### config.mk
export PLATFORM = sky130hd
export DESIGN_NAME = poc_conditioning
export DESIGN_NICKNAME = d
export VERILOG_FILES = /design/src/inc/poc_pkg.sv /design/src/design/poc_sec_timer.sv /design/src/design/poc_conditioning.sv
export SDC_FILE = /design/constraint.sdc
export NUM_CORES = 1
export LEC_CHECK = 0
export ABC_AREA = 1
export BUFFER_PORTS_ARGS = -buffer_cell sky130_fd_sc_hd__buf_2
export CORE_UTILIZATION = 37
export CTS_BUF_LIST = sky130_fd_sc_hd__clkbuf_4 sky130_fd_sc_hd__clkbuf_8
export DETAILED_ROUTE_END_ITERATION = 7
export SKIP_LAST_GASP = 1
export SYNTH_ARGS = -nofsm -noshare
export SYNTH_HDL_FRONTEND = slang
export SYNTH_SLANG_ARGS = --single-unit
### constraint.sdc
create_clock -name sys_clk -period 3.95 [get_ports sys_clk]
set_input_delay 0.395 -clock sys_clk [delete_from_list [all_inputs] [get_ports sys_clk]]
set_output_delay 0.395 -clock sys_clk [all_outputs]
set_load 0.01 [all_outputs]
### src/inc/poc_pkg.sv
// Constants for the probe output conditioning block.
// Assumes a 10 MHz system clock and readings in whole ppm.
// Operation
// - Sample select pin once at power-on; the code also resamples it after every soft reset.
// - Only one output mode active at once.
// - Finish start-up within two seconds.
// - Purge about four minutes, readings unavailable.
// - Analog purge drives both outputs to error.
// - Zero clamp disabled until enabled.
// - Clamp settings survive soft resets.
// - Activation timer starts below activation level.
// - Expired activation timer forces zero output.
// - Pending activation passes readings unchanged.
// - Deactivation timer starts above deactivation level.
// - Qualified rise restores normal output.
// - Deactivation also cancels pending activation.
// - Levels and delays settable by host.
// - Release jumps straight to measured value.
// - Digital mode uses serial RTU link.
package poc_pkg;
  localparam int unsigned CLK_HZ = 10_000_000;
  localparam int unsigned STARTUP_MS = 2000;
  localparam int unsigned PURGE_S = 240;
  localparam int unsigned WARMUP_S = 510;
  localparam logic [31:0] STARTUP_CYC = 32'(64'(STARTUP_MS) * 64'(CLK_HZ) / 64'd1000);
  localparam logic [31:0] PURGE_CYC = 32'(64'(PURGE_S) * 64'(CLK_HZ));
  localparam logic [31:0] SEC_CYC = 32'(CLK_HZ);
  localparam logic [15:0] ACT_LEVEL_RST = 16'h0003;
  localparam logic [15:0] DEACT_LEVEL_RST = 16'h000A;
  localparam logic [15:0] ACT_DELAY_RST = 16'h0708;
  localparam logic [15:0] DEACT_DELAY_RST = 16'h000A;
  localparam logic [15:0] ERR_UA_RST = 16'h0E10;
  localparam logic [15:0] ZERO_PPM = 16'h0000;
  localparam logic SEL_GROUNDED = 1'b0;
  typedef enum logic [1:0] {ST_SAMPLE, ST_BOOT, ST_PURGE, ST_RUN} poc_state_t;
endpackage : poc_pkg

### src/design/poc_sec_timer.sv
// Seconds timer: counts whole seconds while run is high.
// Assumes run drops for at least one cycle to restart it.
`timescale 1ns/1ps
`default_nettype none
module poc_sec_timer #(
  parameter logic [31:0] CYC_PER_SEC = 32'd10000000
) (
  input wire logic sys_clk,
  input wire logic rstn,
  input wire logic run,
  input wire logic [15:0] limit,
  output logic done
);
  localparam logic [31:0] PRE_MAX = CYC_PER_SEC - 32'd1;
  logic [31:0] pre_q;
  logic [15:0] sec_q;

  assign done = run && (sec_q >= limit);

  // Prescaler and seconds count
  always_ff @(posedge sys_clk or negedge rstn)
  begin
    if (!rstn)
    begin
      pre_q <= 32'h0000_0000;
      sec_q <= 16'h0000;
    end
    else if (!run)
    begin
      pre_q <= 32'h0000_0000;
      sec_q <= 16'h0000;
    end
    else if (!done)
    begin
      if (pre_q >= PRE_MAX)
      begin
        pre_q <= 32'h0000_0000;
        sec_q <= sec_q + 16'h0001;
      end
      else
      begin
        pre_q <= pre_q + 32'h0000_0001;
      end
    end
  end
endmodule : poc_sec_timer
`default_nettype wire

### src/design/poc_conditioning.sv
// Output conditioning: mode select, start-up purge and zero clamp.
// Assumes readings arrive with a one-cycle valid strobe, all inputs synchronous.
`timescale 1ns/1ps
`default_nettype none
module poc_conditioning #(
  parameter logic [31:0] BOOT_CYC = poc_pkg::STARTUP_CYC,
  parameter logic [31:0] PURGE_CYC = poc_pkg::PURGE_CYC,
  parameter logic [31:0] SEC_CYC = poc_pkg::SEC_CYC
) (
  input wire logic sys_clk,
  input wire logic rstn,
  input wire logic soft_rst,
  input wire logic sel_pin,
  input wire logic meas_valid,
  input wire logic [15:0] meas_ppm,
  input wire logic [15:0] ain1_ua,
  input wire logic [15:0] ain2_ua,
  input wire logic cfg_we,
  input wire logic cfg_clamp_en,
  input wire logic [15:0] cfg_act_level,
  input wire logic [15:0] cfg_deact_level,
  input wire logic [15:0] cfg_act_delay,
  input wire logic [15:0] cfg_deact_delay,
  input wire logic [15:0] cfg_err_ua,
  input wire logic ser_tx,
  input wire logic ser_de,
  input wire logic rs485_rx,
  output logic mode_analog_q,
  output logic outputs_en_q,
  output logic purge_active_q,
  output logic meas_avail_q,
  output logic clamp_active_q,
  output logic clamp_pending_q,
  output logic [15:0] conc_out_q,
  output logic ao_en_q,
  output logic [15:0] ao1_ua_q,
  output logic [15:0] ao2_ua_q,
  output logic rs485_tx_q,
  output logic rs485_de_q,
  output logic ser_rx_q,
  output logic clamp_en_q,
  output logic [15:0] act_level_q,
  output logic [15:0] deact_level_q,
  output logic [15:0] act_delay_q,
  output logic [15:0] deact_delay_q,
  output logic [15:0] err_ua_q
);
  poc_pkg::poc_state_t state_q;
  logic [31:0] phase_cnt_q;
  logic [15:0] meas_q;
  logic [15:0] meas_d;
  logic below_act;
  logic above_deact;
  logic run_clamp;
  logic act_run;
  logic deact_run;
  logic act_done;
  logic deact_done;
  logic clamp_d;
  logic pend_d;
  logic up;

  assign up = (state_q == poc_pkg::ST_PURGE) || (state_q == poc_pkg::ST_RUN);

  // Configuration, kept across soft resets
  // Settings survive soft reset
  always_ff @(posedge sys_clk or negedge rstn)
  begin
    if (!rstn)
    begin
      clamp_en_q <= 1'b0;
      act_level_q <= poc_pkg::ACT_LEVEL_RST;
      deact_level_q <= poc_pkg::DEACT_LEVEL_RST;
      act_delay_q <= poc_pkg::ACT_DELAY_RST;
      deact_delay_q <= poc_pkg::DEACT_DELAY_RST;
      err_ua_q <= poc_pkg::ERR_UA_RST;
    end
    else if (cfg_we)
    begin
      clamp_en_q <= cfg_clamp_en;
      act_level_q <= cfg_act_level;
      deact_level_q <= cfg_deact_level;
      act_delay_q <= cfg_act_delay;
      deact_delay_q <= cfg_deact_delay;
      err_ua_q <= cfg_err_ua;
    end
  end

  // Start-up sequence
  always_ff @(posedge sys_clk or negedge rstn)
  begin
    if (!rstn)
    begin
      state_q <= poc_pkg::ST_SAMPLE;
      phase_cnt_q <= 32'h0000_0000;
      mode_analog_q <= 1'b0;
    end
    else if (soft_rst)
    begin
      state_q <= poc_pkg::ST_SAMPLE;
      phase_cnt_q <= 32'h0000_0000;
    end
    else
    begin
      case (state_q)
        poc_pkg::ST_SAMPLE:
        begin
          mode_analog_q <= (sel_pin == poc_pkg::SEL_GROUNDED);
          state_q <= poc_pkg::ST_BOOT;
          phase_cnt_q <= 32'h0000_0000;
        end
        poc_pkg::ST_BOOT:
        begin
          if (phase_cnt_q >= BOOT_CYC - 32'd2)
          begin
            state_q <= poc_pkg::ST_PURGE;
            phase_cnt_q <= 32'h0000_0000;
          end
          else
          begin
            phase_cnt_q <= phase_cnt_q + 32'h0000_0001;
          end
        end
        poc_pkg::ST_PURGE:
        begin
          if (phase_cnt_q >= PURGE_CYC - 32'd1)
          begin
            state_q <= poc_pkg::ST_RUN;
            phase_cnt_q <= 32'h0000_0000;
          end
          else
          begin
            phase_cnt_q <= phase_cnt_q + 32'h0000_0001;
          end
        end
        default:
        begin
          phase_cnt_q <= 32'h0000_0000;
        end
      endcase
    end
  end

  // Status flags
  always_ff @(posedge sys_clk or negedge rstn)
  begin
    if (!rstn)
    begin
      outputs_en_q <= 1'b0;
      purge_active_q <= 1'b0;
      meas_avail_q <= 1'b0;
    end
    else
    begin
      outputs_en_q <= up && !soft_rst;
      purge_active_q <= (state_q == poc_pkg::ST_PURGE) && !soft_rst;
      meas_avail_q <= (state_q == poc_pkg::ST_RUN) && !soft_rst;
    end
  end

  // Latest reading
  assign meas_d = meas_valid ? meas_ppm : meas_q;

  always_ff @(posedge sys_clk or negedge rstn)
  begin
    if (!rstn)
    begin
      meas_q <= poc_pkg::ZERO_PPM;
    end
    else
    begin
      meas_q <= meas_d;
    end
  end

  // Clamp conditions
  assign run_clamp = clamp_en_q && (state_q == poc_pkg::ST_RUN) && !soft_rst;
  assign below_act = meas_q < act_level_q;
  assign above_deact = meas_q > deact_level_q;
  assign act_run = run_clamp && clamp_pending_q;
  assign deact_run = run_clamp && (clamp_pending_q || clamp_active_q) && above_deact;

  poc_sec_timer #(
    .CYC_PER_SEC(SEC_CYC)
  ) u_act_timer (
    .sys_clk(sys_clk),
    .rstn(rstn),
    .run(act_run),
    .limit(act_delay_q),
    .done(act_done)
  );

  poc_sec_timer #(
    .CYC_PER_SEC(SEC_CYC)
  ) u_deact_timer (
    .sys_clk(sys_clk),
    .rstn(rstn),
    .run(deact_run),
    .limit(deact_delay_q),
    .done(deact_done)
  );

  // Clamp next state
  always_comb
  begin
    clamp_d = clamp_active_q;
    pend_d = clamp_pending_q;
    if (!run_clamp)
    begin
      clamp_d = 1'b0;
      pend_d = 1'b0;
    end
    else if (deact_done)
    begin
      clamp_d = 1'b0;
      pend_d = 1'b0;
    end
    else if (act_done)
    begin
      clamp_d = 1'b1;
      pend_d = 1'b0;
    end
    else if (!clamp_active_q && !clamp_pending_q && below_act)
    begin
      pend_d = 1'b1;
    end
  end

  always_ff @(posedge sys_clk or negedge rstn)
  begin
    if (!rstn)
    begin
      clamp_active_q <= 1'b0;
      clamp_pending_q <= 1'b0;
      conc_out_q <= poc_pkg::ZERO_PPM;
    end
    else
    begin
      clamp_active_q <= clamp_d;
      clamp_pending_q <= pend_d;
      conc_out_q <= clamp_d ? poc_pkg::ZERO_PPM : meas_d;
    end
  end

  // Analog drivers
  always_ff @(posedge sys_clk or negedge rstn)
  begin
    if (!rstn)
    begin
      ao_en_q <= 1'b0;
      ao1_ua_q <= 16'h0000;
      ao2_ua_q <= 16'h0000;
    end
    else
    begin
      ao_en_q <= mode_analog_q && up && !soft_rst;
      if (!(mode_analog_q && up))
      begin
        ao1_ua_q <= 16'h0000;
        ao2_ua_q <= 16'h0000;
      end
      else if (state_q == poc_pkg::ST_PURGE)
      begin
        ao1_ua_q <= err_ua_q;
        ao2_ua_q <= err_ua_q;
      end
      else
      begin
        ao1_ua_q <= ain1_ua;
        ao2_ua_q <= ain2_ua;
      end
    end
  end

  // Serial line drivers
  always_ff @(posedge sys_clk or negedge rstn)
  begin
    if (!rstn)
    begin
      rs485_tx_q <= 1'b1;
      rs485_de_q <= 1'b0;
      ser_rx_q <= 1'b1;
    end
    else
    begin
      // Serial link only in digital mode
      rs485_de_q <= !mode_analog_q && up && !soft_rst && ser_de;
      rs485_tx_q <= (!mode_analog_q && up) ? ser_tx : 1'b1;
      ser_rx_q <= (!mode_analog_q && up) ? rs485_rx : 1'b1;
    end
  end

  // Checks
  // Modes exclusive
  AST_MODE_EXCL: assert property (@(posedge sys_clk) disable iff (!rstn)
    !(ao_en_q && rs485_de_q))
    else $error("Analog and serial drivers on together");

  AST_SEL_ONCE: assert property (@(posedge sys_clk) disable iff (!rstn)
    $changed(mode_analog_q) |-> $past(state_q == poc_pkg::ST_SAMPLE))
    else $error("Output mode changed outside sampling");

  AST_BOOT_BOUND: assert property (@(posedge sys_clk) disable iff (!rstn)
    (state_q == poc_pkg::ST_BOOT) |-> (phase_cnt_q < BOOT_CYC))
    else $error("Start-up exceeded its limit");

  AST_PURGE_UNAVAIL: assert property (@(posedge sys_clk) disable iff (!rstn)
    (state_q == poc_pkg::ST_PURGE && !soft_rst) |=> !meas_avail_q && purge_active_q)
    else $error("Reading available during purge");

  AST_PURGE_ERR: assert property (@(posedge sys_clk) disable iff (!rstn)
    (state_q == poc_pkg::ST_PURGE && mode_analog_q && !soft_rst)
    |=> (ao1_ua_q == $past(err_ua_q)) && (ao2_ua_q == $past(err_ua_q)))
    else $error("Analog outputs not at error level in purge");

  AST_CLAMP_OFF: assert property (@(posedge sys_clk) disable iff (!rstn)
    !clamp_en_q |=> !clamp_active_q && !clamp_pending_q)
    else $error("Clamp active while disabled");

  AST_CLAMP_ZERO: assert property (@(posedge sys_clk) disable iff (!rstn)
    clamp_active_q |-> (conc_out_q == poc_pkg::ZERO_PPM))
    else $error("Clamped output not zero");

  AST_ACT_FIRE: assert property (@(posedge sys_clk) disable iff (!rstn)
    $rose(clamp_active_q) |-> $past(act_done) && $past(clamp_pending_q))
    else $error("Clamp set without activation expiry");

  AST_PASS_PENDING: assert property (@(posedge sys_clk) disable iff (!rstn)
    (clamp_pending_q && $past(clamp_pending_q)) |-> (conc_out_q == meas_q))
    else $error("Reading altered while activation pending");

  AST_DEACT_RELEASE: assert property (@(posedge sys_clk) disable iff (!rstn)
    ($fell(clamp_active_q) && $past(run_clamp)) |-> $past(deact_done))
    else $error("Clamp released without deactivation delay");

  AST_DEACT_HOLD: assert property (@(posedge sys_clk) disable iff (!rstn)
    (clamp_active_q && run_clamp && !above_deact) |=> clamp_active_q || !$past(run_clamp))
    else $error("Clamp released at or below deactivation level");

  AST_RELEASE_STEP: assert property (@(posedge sys_clk) disable iff (!rstn)
    $fell(clamp_active_q) |-> (conc_out_q == meas_q))
    else $error("Output not at measured value after release");
endmodule : poc_conditioning
`default_nettype wire

==> flow_summary_export.csv <==
group,metric,value,unit
worst_setup_path,cp_slowest_cell,"sky130_fd_sc_hd__dfstp_2",
grt,wire_length_of_the_first_global_routing_pass,73000,um
routing,route.final.wire_length,44200,um
status,run_status,"completed",
synthesis,synthDominantCellAreaShare,42.8,%
sta,fin_ws,882,ps
synthesis,ys_async_sr_fraction,100,%
routing,detailroute.via_count,14287,
worst_setup_path,peak_per_stage_delay_on_the_critical_path,530,ps
synthesis,syn_warnings,0,
sta,final.hold.worst_slack,52.5,ps
grt,grt.overflow.total,0,
floorplanning,dieHeight,208,um
floorplanning,io-pin-count,277,
final_layout,layout_common_cells,"sky130_fd_sc_hd__nand2_1 (557), sky130_fd_sc_hd__inv_1 (289), sky130_fd_sc_hd__buf_2 (274)",
sta,finalSetupViolCount,0,
floorplanning,initial_utilization,37.5,%
pwr,vdd_ir_drop_max,0.000283,V
synthesis,synth-main-ff-cell,"sky130_fd_sc_hd__dfrtp_1",
routing,dr.max_layer_used,"met5",
worst_setup_path,cp.buffers_inverters,5,
worst_setup_path,setup_crit_start,"deact_level_q[3]",
clock_tree,post-cts-setup-buffers,0,
synthesis,synth_net_count,2259,
pwr,power_density_over_cell_area,387,mW/mm2
synthesis,number_of_flops_mapped_to_enable_cells_by_yosys,0,
final_layout,design_area,0.0196,mm2
sta,finalHoldViolations,0,
routing,dr.pass1.iters,5,
sta,unrepaired_setup_endpoints_after_global_routing,"false",
worst_setup_path,timing.critical_path.to_type,"flip-flop",
synthesis,synth_seq_cells,285,
worst_setup_path,crit_top_cell,"sky130_fd_sc_hd__nand2_1",
grt,groute.usage.overall,20.7,%
worst_setup_path,cp-start-kind,"flip-flop",
grt,grt_antenna_before_repair,5,
routing,detailroute.wirelength.met2,20200,um
place,place.gp.congestion,0.931,
final_layout,registers_with_the_most_flip_flops,"phase_cnt_q (32), u_act_timer.pre_q (32), u_deact_timer.pre_q (32)",
synthesis,netlist_top_cells_area,"sky130_fd_sc_hd__dfrtp_1 (43%), sky130_fd_sc_hd__nand2_1 (13%), sky130_fd_sc_hd__inv_1 (6.9%)",
clock_tree,clock_latency,620,ps
worst_setup_path,path_cells,"inv_1 > ha_1 > nand2_1 > inv_1 > nand2_1 > nand2_1 > nand2_1 > nand3_1 > nand2_4 > clkinv_4 > nand2_4 > buf_4 > buf_4 > nand3_1 > o21ai_0",
grt,grt_start_max_net_pins,121,
worst_setup_path,worst_ep_arrival_time,3600,ps
clock_tree,htree_num_levels,2,
pwr,post-layout-total-power,7.59,mW
worst_setup_path,critical_path_peak_fanout,44,
final_layout,area_delta_synth_final,24.8,%
clock_tree,cts.clk_slew.worst_paths,60,ps
routing,dr_wl_met3,2640,um
place,place_worst_setup_slack,851,ps
place,io_buffers,276,
sta,finalSetupTns,0,ps
floorplanning,rows,75,
routing,drc_errors,0,
sta,timing_worst_slew_pin_value,1070,ps
synthesis,postSynthCellCount,2048,
sta,worst_slew_margin_rel,28.8,%
worst_hold_path,worstHoldPathType,"input pin to flip-flop",
final_layout,antennaDiodeCount,0,
clock_tree,cts_tree,"done",
clock_tree,cts.sinks,285,
sta,fmax,0.326,GHz
sta,timing.final.crit_period,3070,ps
worst_setup_path,crit_path_end,"u_deact_timer.pre_q[14]",
grt,grt_pass1_vias,14056,
worst_setup_path,timing.rr.start,"deact_level_q[3]",
flow_run,max_cap_viol_count,0,
final_layout,final_nets,2621,
synthesis,post_synth_instance_area,0.0157,mm2
worst_setup_path,worstRegToRegCells,15,
worst_setup_path,worst_path_required_time,4480,ps
synthesis,synth.lib_cells_used.distinct,42,
worst_setup_path,path_depth,15,
routing,drtAntennaViolNets,0,
clock_tree,ctsLongestPathBuffers,3,
synthesis,syn_area_per_cell,7.69,um2
worst_setup_path,worst_r2r_endpoint,"u_deact_timer.pre_q[14]",
synthesis,synth_sequential_area_ratio,45.4,%
final_layout,post_route_cells_drive_above_1_share,18.3,%
worst_setup_path,cp_delay_by_family_top,"buffers and inverters",
routing,met1_length,20300,um
sta,fin_worst_skew,17.4,ps
sta,timing_max_transition_violations_final,0,
final_layout,multi_input_area,0.00720,mm2
floorplanning,fp.dieArea,0.0434,mm2
routing,avgRoutedWirePerCell,14.8,um
sta,layout_worst_path_cycle_share,77.7,%
final_layout,layout.cells.most_common,"sky130_fd_sc_hd__nand2_1",
place,placed_cell_area,0.0177,mm2
floorplanning,die_w,208,um
clock_tree,clock_tree.root_cell,"sky130_fd_sc_hd__clkbuf_8",
floorplanning,placeableCoreArea,0.0419,mm2
final_layout,ff_latch_area,0.00715,mm2
pwr,static-leakage-power,10.2,nW
synthesis,synth_top_area_cell,"sky130_fd_sc_hd__dfrtp_1",
final_layout,fill_cells,4122,
clock_tree,numCtsBuffers,50,
worst_setup_path,setup_slack_of_the_worst_register_to_register_path,880,ps
worst_setup_path,worstSetupPathType,"flip-flop to flip-flop",
place,hpwl,31900,um
routing,first_iter_violations,945,
routing,vias_per_cell,4.78,
==> layout make-up <==
type                    count  area share (%)
clock buffers              79            5.15
flip-flops and latches    285            36.4
multi-input cells        1408            36.7
clock inverters            12           0.733
repair buffers            374            12.0
well taps                 539            3.43
inverters                 291            5.59
==> cell usage after synthesis (2+ instances only) <==
cell,count
sky130_fd_sc_hd__a21oi_1,37
sky130_fd_sc_hd__dfstp_2,16
sky130_fd_sc_hd__nand3_1,148
sky130_fd_sc_hd__o21ai_1,3
sky130_fd_sc_hd__nand2_1,557
sky130_fd_sc_hd__nand4_2,2
sky130_fd_sc_hd__nor3b_1,2
sky130_fd_sc_hd__dfrtp_1,269
sky130_fd_sc_hd__buf_6,3
sky130_fd_sc_hd__and3_1,2
sky130_fd_sc_hd__inv_1,289
sky130_fd_sc_hd__ha_1,73
sky130_fd_sc_hd__o21bai_1,3
sky130_fd_sc_hd__nor3_1,47
sky130_fd_sc_hd__a31oi_1,2
sky130_fd_sc_hd__nand2_4,3
sky130_fd_sc_hd__nor4_1,2
sky130_fd_sc_hd__xor2_1,67
sky130_fd_sc_hd__o21a_1,2
sky130_fd_sc_hd__nand3b_1,2
sky130_fd_sc_hd__nor2_4,2
sky130_fd_sc_hd__o21ai_0,113
sky130_fd_sc_hd__buf_2,23
sky130_fd_sc_hd__buf_1,2
sky130_fd_sc_hd__clkbuf_1,35
sky130_fd_sc_hd__mux2_2,19
sky130_fd_sc_hd__xnor2_1,12
sky130_fd_sc_hd__nor2_2,13
sky130_fd_sc_hd__nand4_1,47
sky130_fd_sc_hd__nor2_1,241
==> report_power, final <==
group / internal (mW) / switching (mW)
Combinational: 0.465 / 0.771
Clock: 1.82 / 1.29
Sequential: 3.14 / 0.109
==> timing repair <==
item,4_1_cts,5_1_grt
hold buffers,81,0
endpoints found under the hold margin,191,0
gates resized for setup,0,0
==> per-layer routing <==
metal	vias to the layer above	track usage, %
li1	7169	-
met1	6644	27.8
met2	387	33.3
met3	81	4.42
met4	6	6.10
met5	-	0
==> logic make-up after synthesis <==
logic type / Yosys count / synth area share, %
DFF: 285 / 45.4
buffers and inverters: 355 / 8.83
and+or+nand+nor: 1073 / 28.8
xor gates and xnor gates: 79 / 4.40
AOI/OAI and AO/OA: 164 / 5.39
muxes: 19 / 1.36
adders and majority gates: 73 / 5.80
==> worst register-to-register path, cell delays in order, from the launching register on <==
cell and delay (ps):
sky130_fd_sc_hd__dfstp_2 530, sky130_fd_sc_hd__inv_1 50, sky130_fd_sc_hd__ha_1 300, sky130_fd_sc_hd__nand2_1 100, sky130_fd_sc_hd__inv_1 50, sky130_fd_sc_hd__nand2_1 50, sky130_fd_sc_hd__nand2_1 70, sky130_fd_sc_hd__nand2_1 80
sky130_fd_sc_hd__nand3_1 160, sky130_fd_sc_hd__nand2_4 210, sky130_fd_sc_hd__clkinv_4 310, sky130_fd_sc_hd__nand2_4 150, sky130_fd_sc_hd__buf_4 360, sky130_fd_sc_hd__buf_4 370, sky130_fd_sc_hd__nand3_1 100, sky130_fd_sc_hd__o21ai_0 90
==> through the flow <==
step                      instances  util, %
final                          2988     46.8
after global routing           2988     46.8
after CTS                      2988     46.8
after detailed placement       2816     42.1
after global placement         2816     42.1
after floorplan                2048        -
==> worst min-delay path by stage <==
stage                                 start                 endpoint  slack (ps)  cells past startpoint
global route             cfg_deact_level[3]         deact_level_q[3]          30                      3
CTS                              ain1_ua[4]              ao1_ua_q[4]           3                      5
global placement             phase_cnt_q[0]           phase_cnt_q[0]         480                      1
detailed placement  u_deact_timer.pre_q[24]  u_deact_timer.pre_q[24]         480                      2
finish                   cfg_deact_level[3]         deact_level_q[3]          50                      3
floorplan                              rstn           act_delay_q[0]         100                      0
Power figures use the tool's default switching activity.
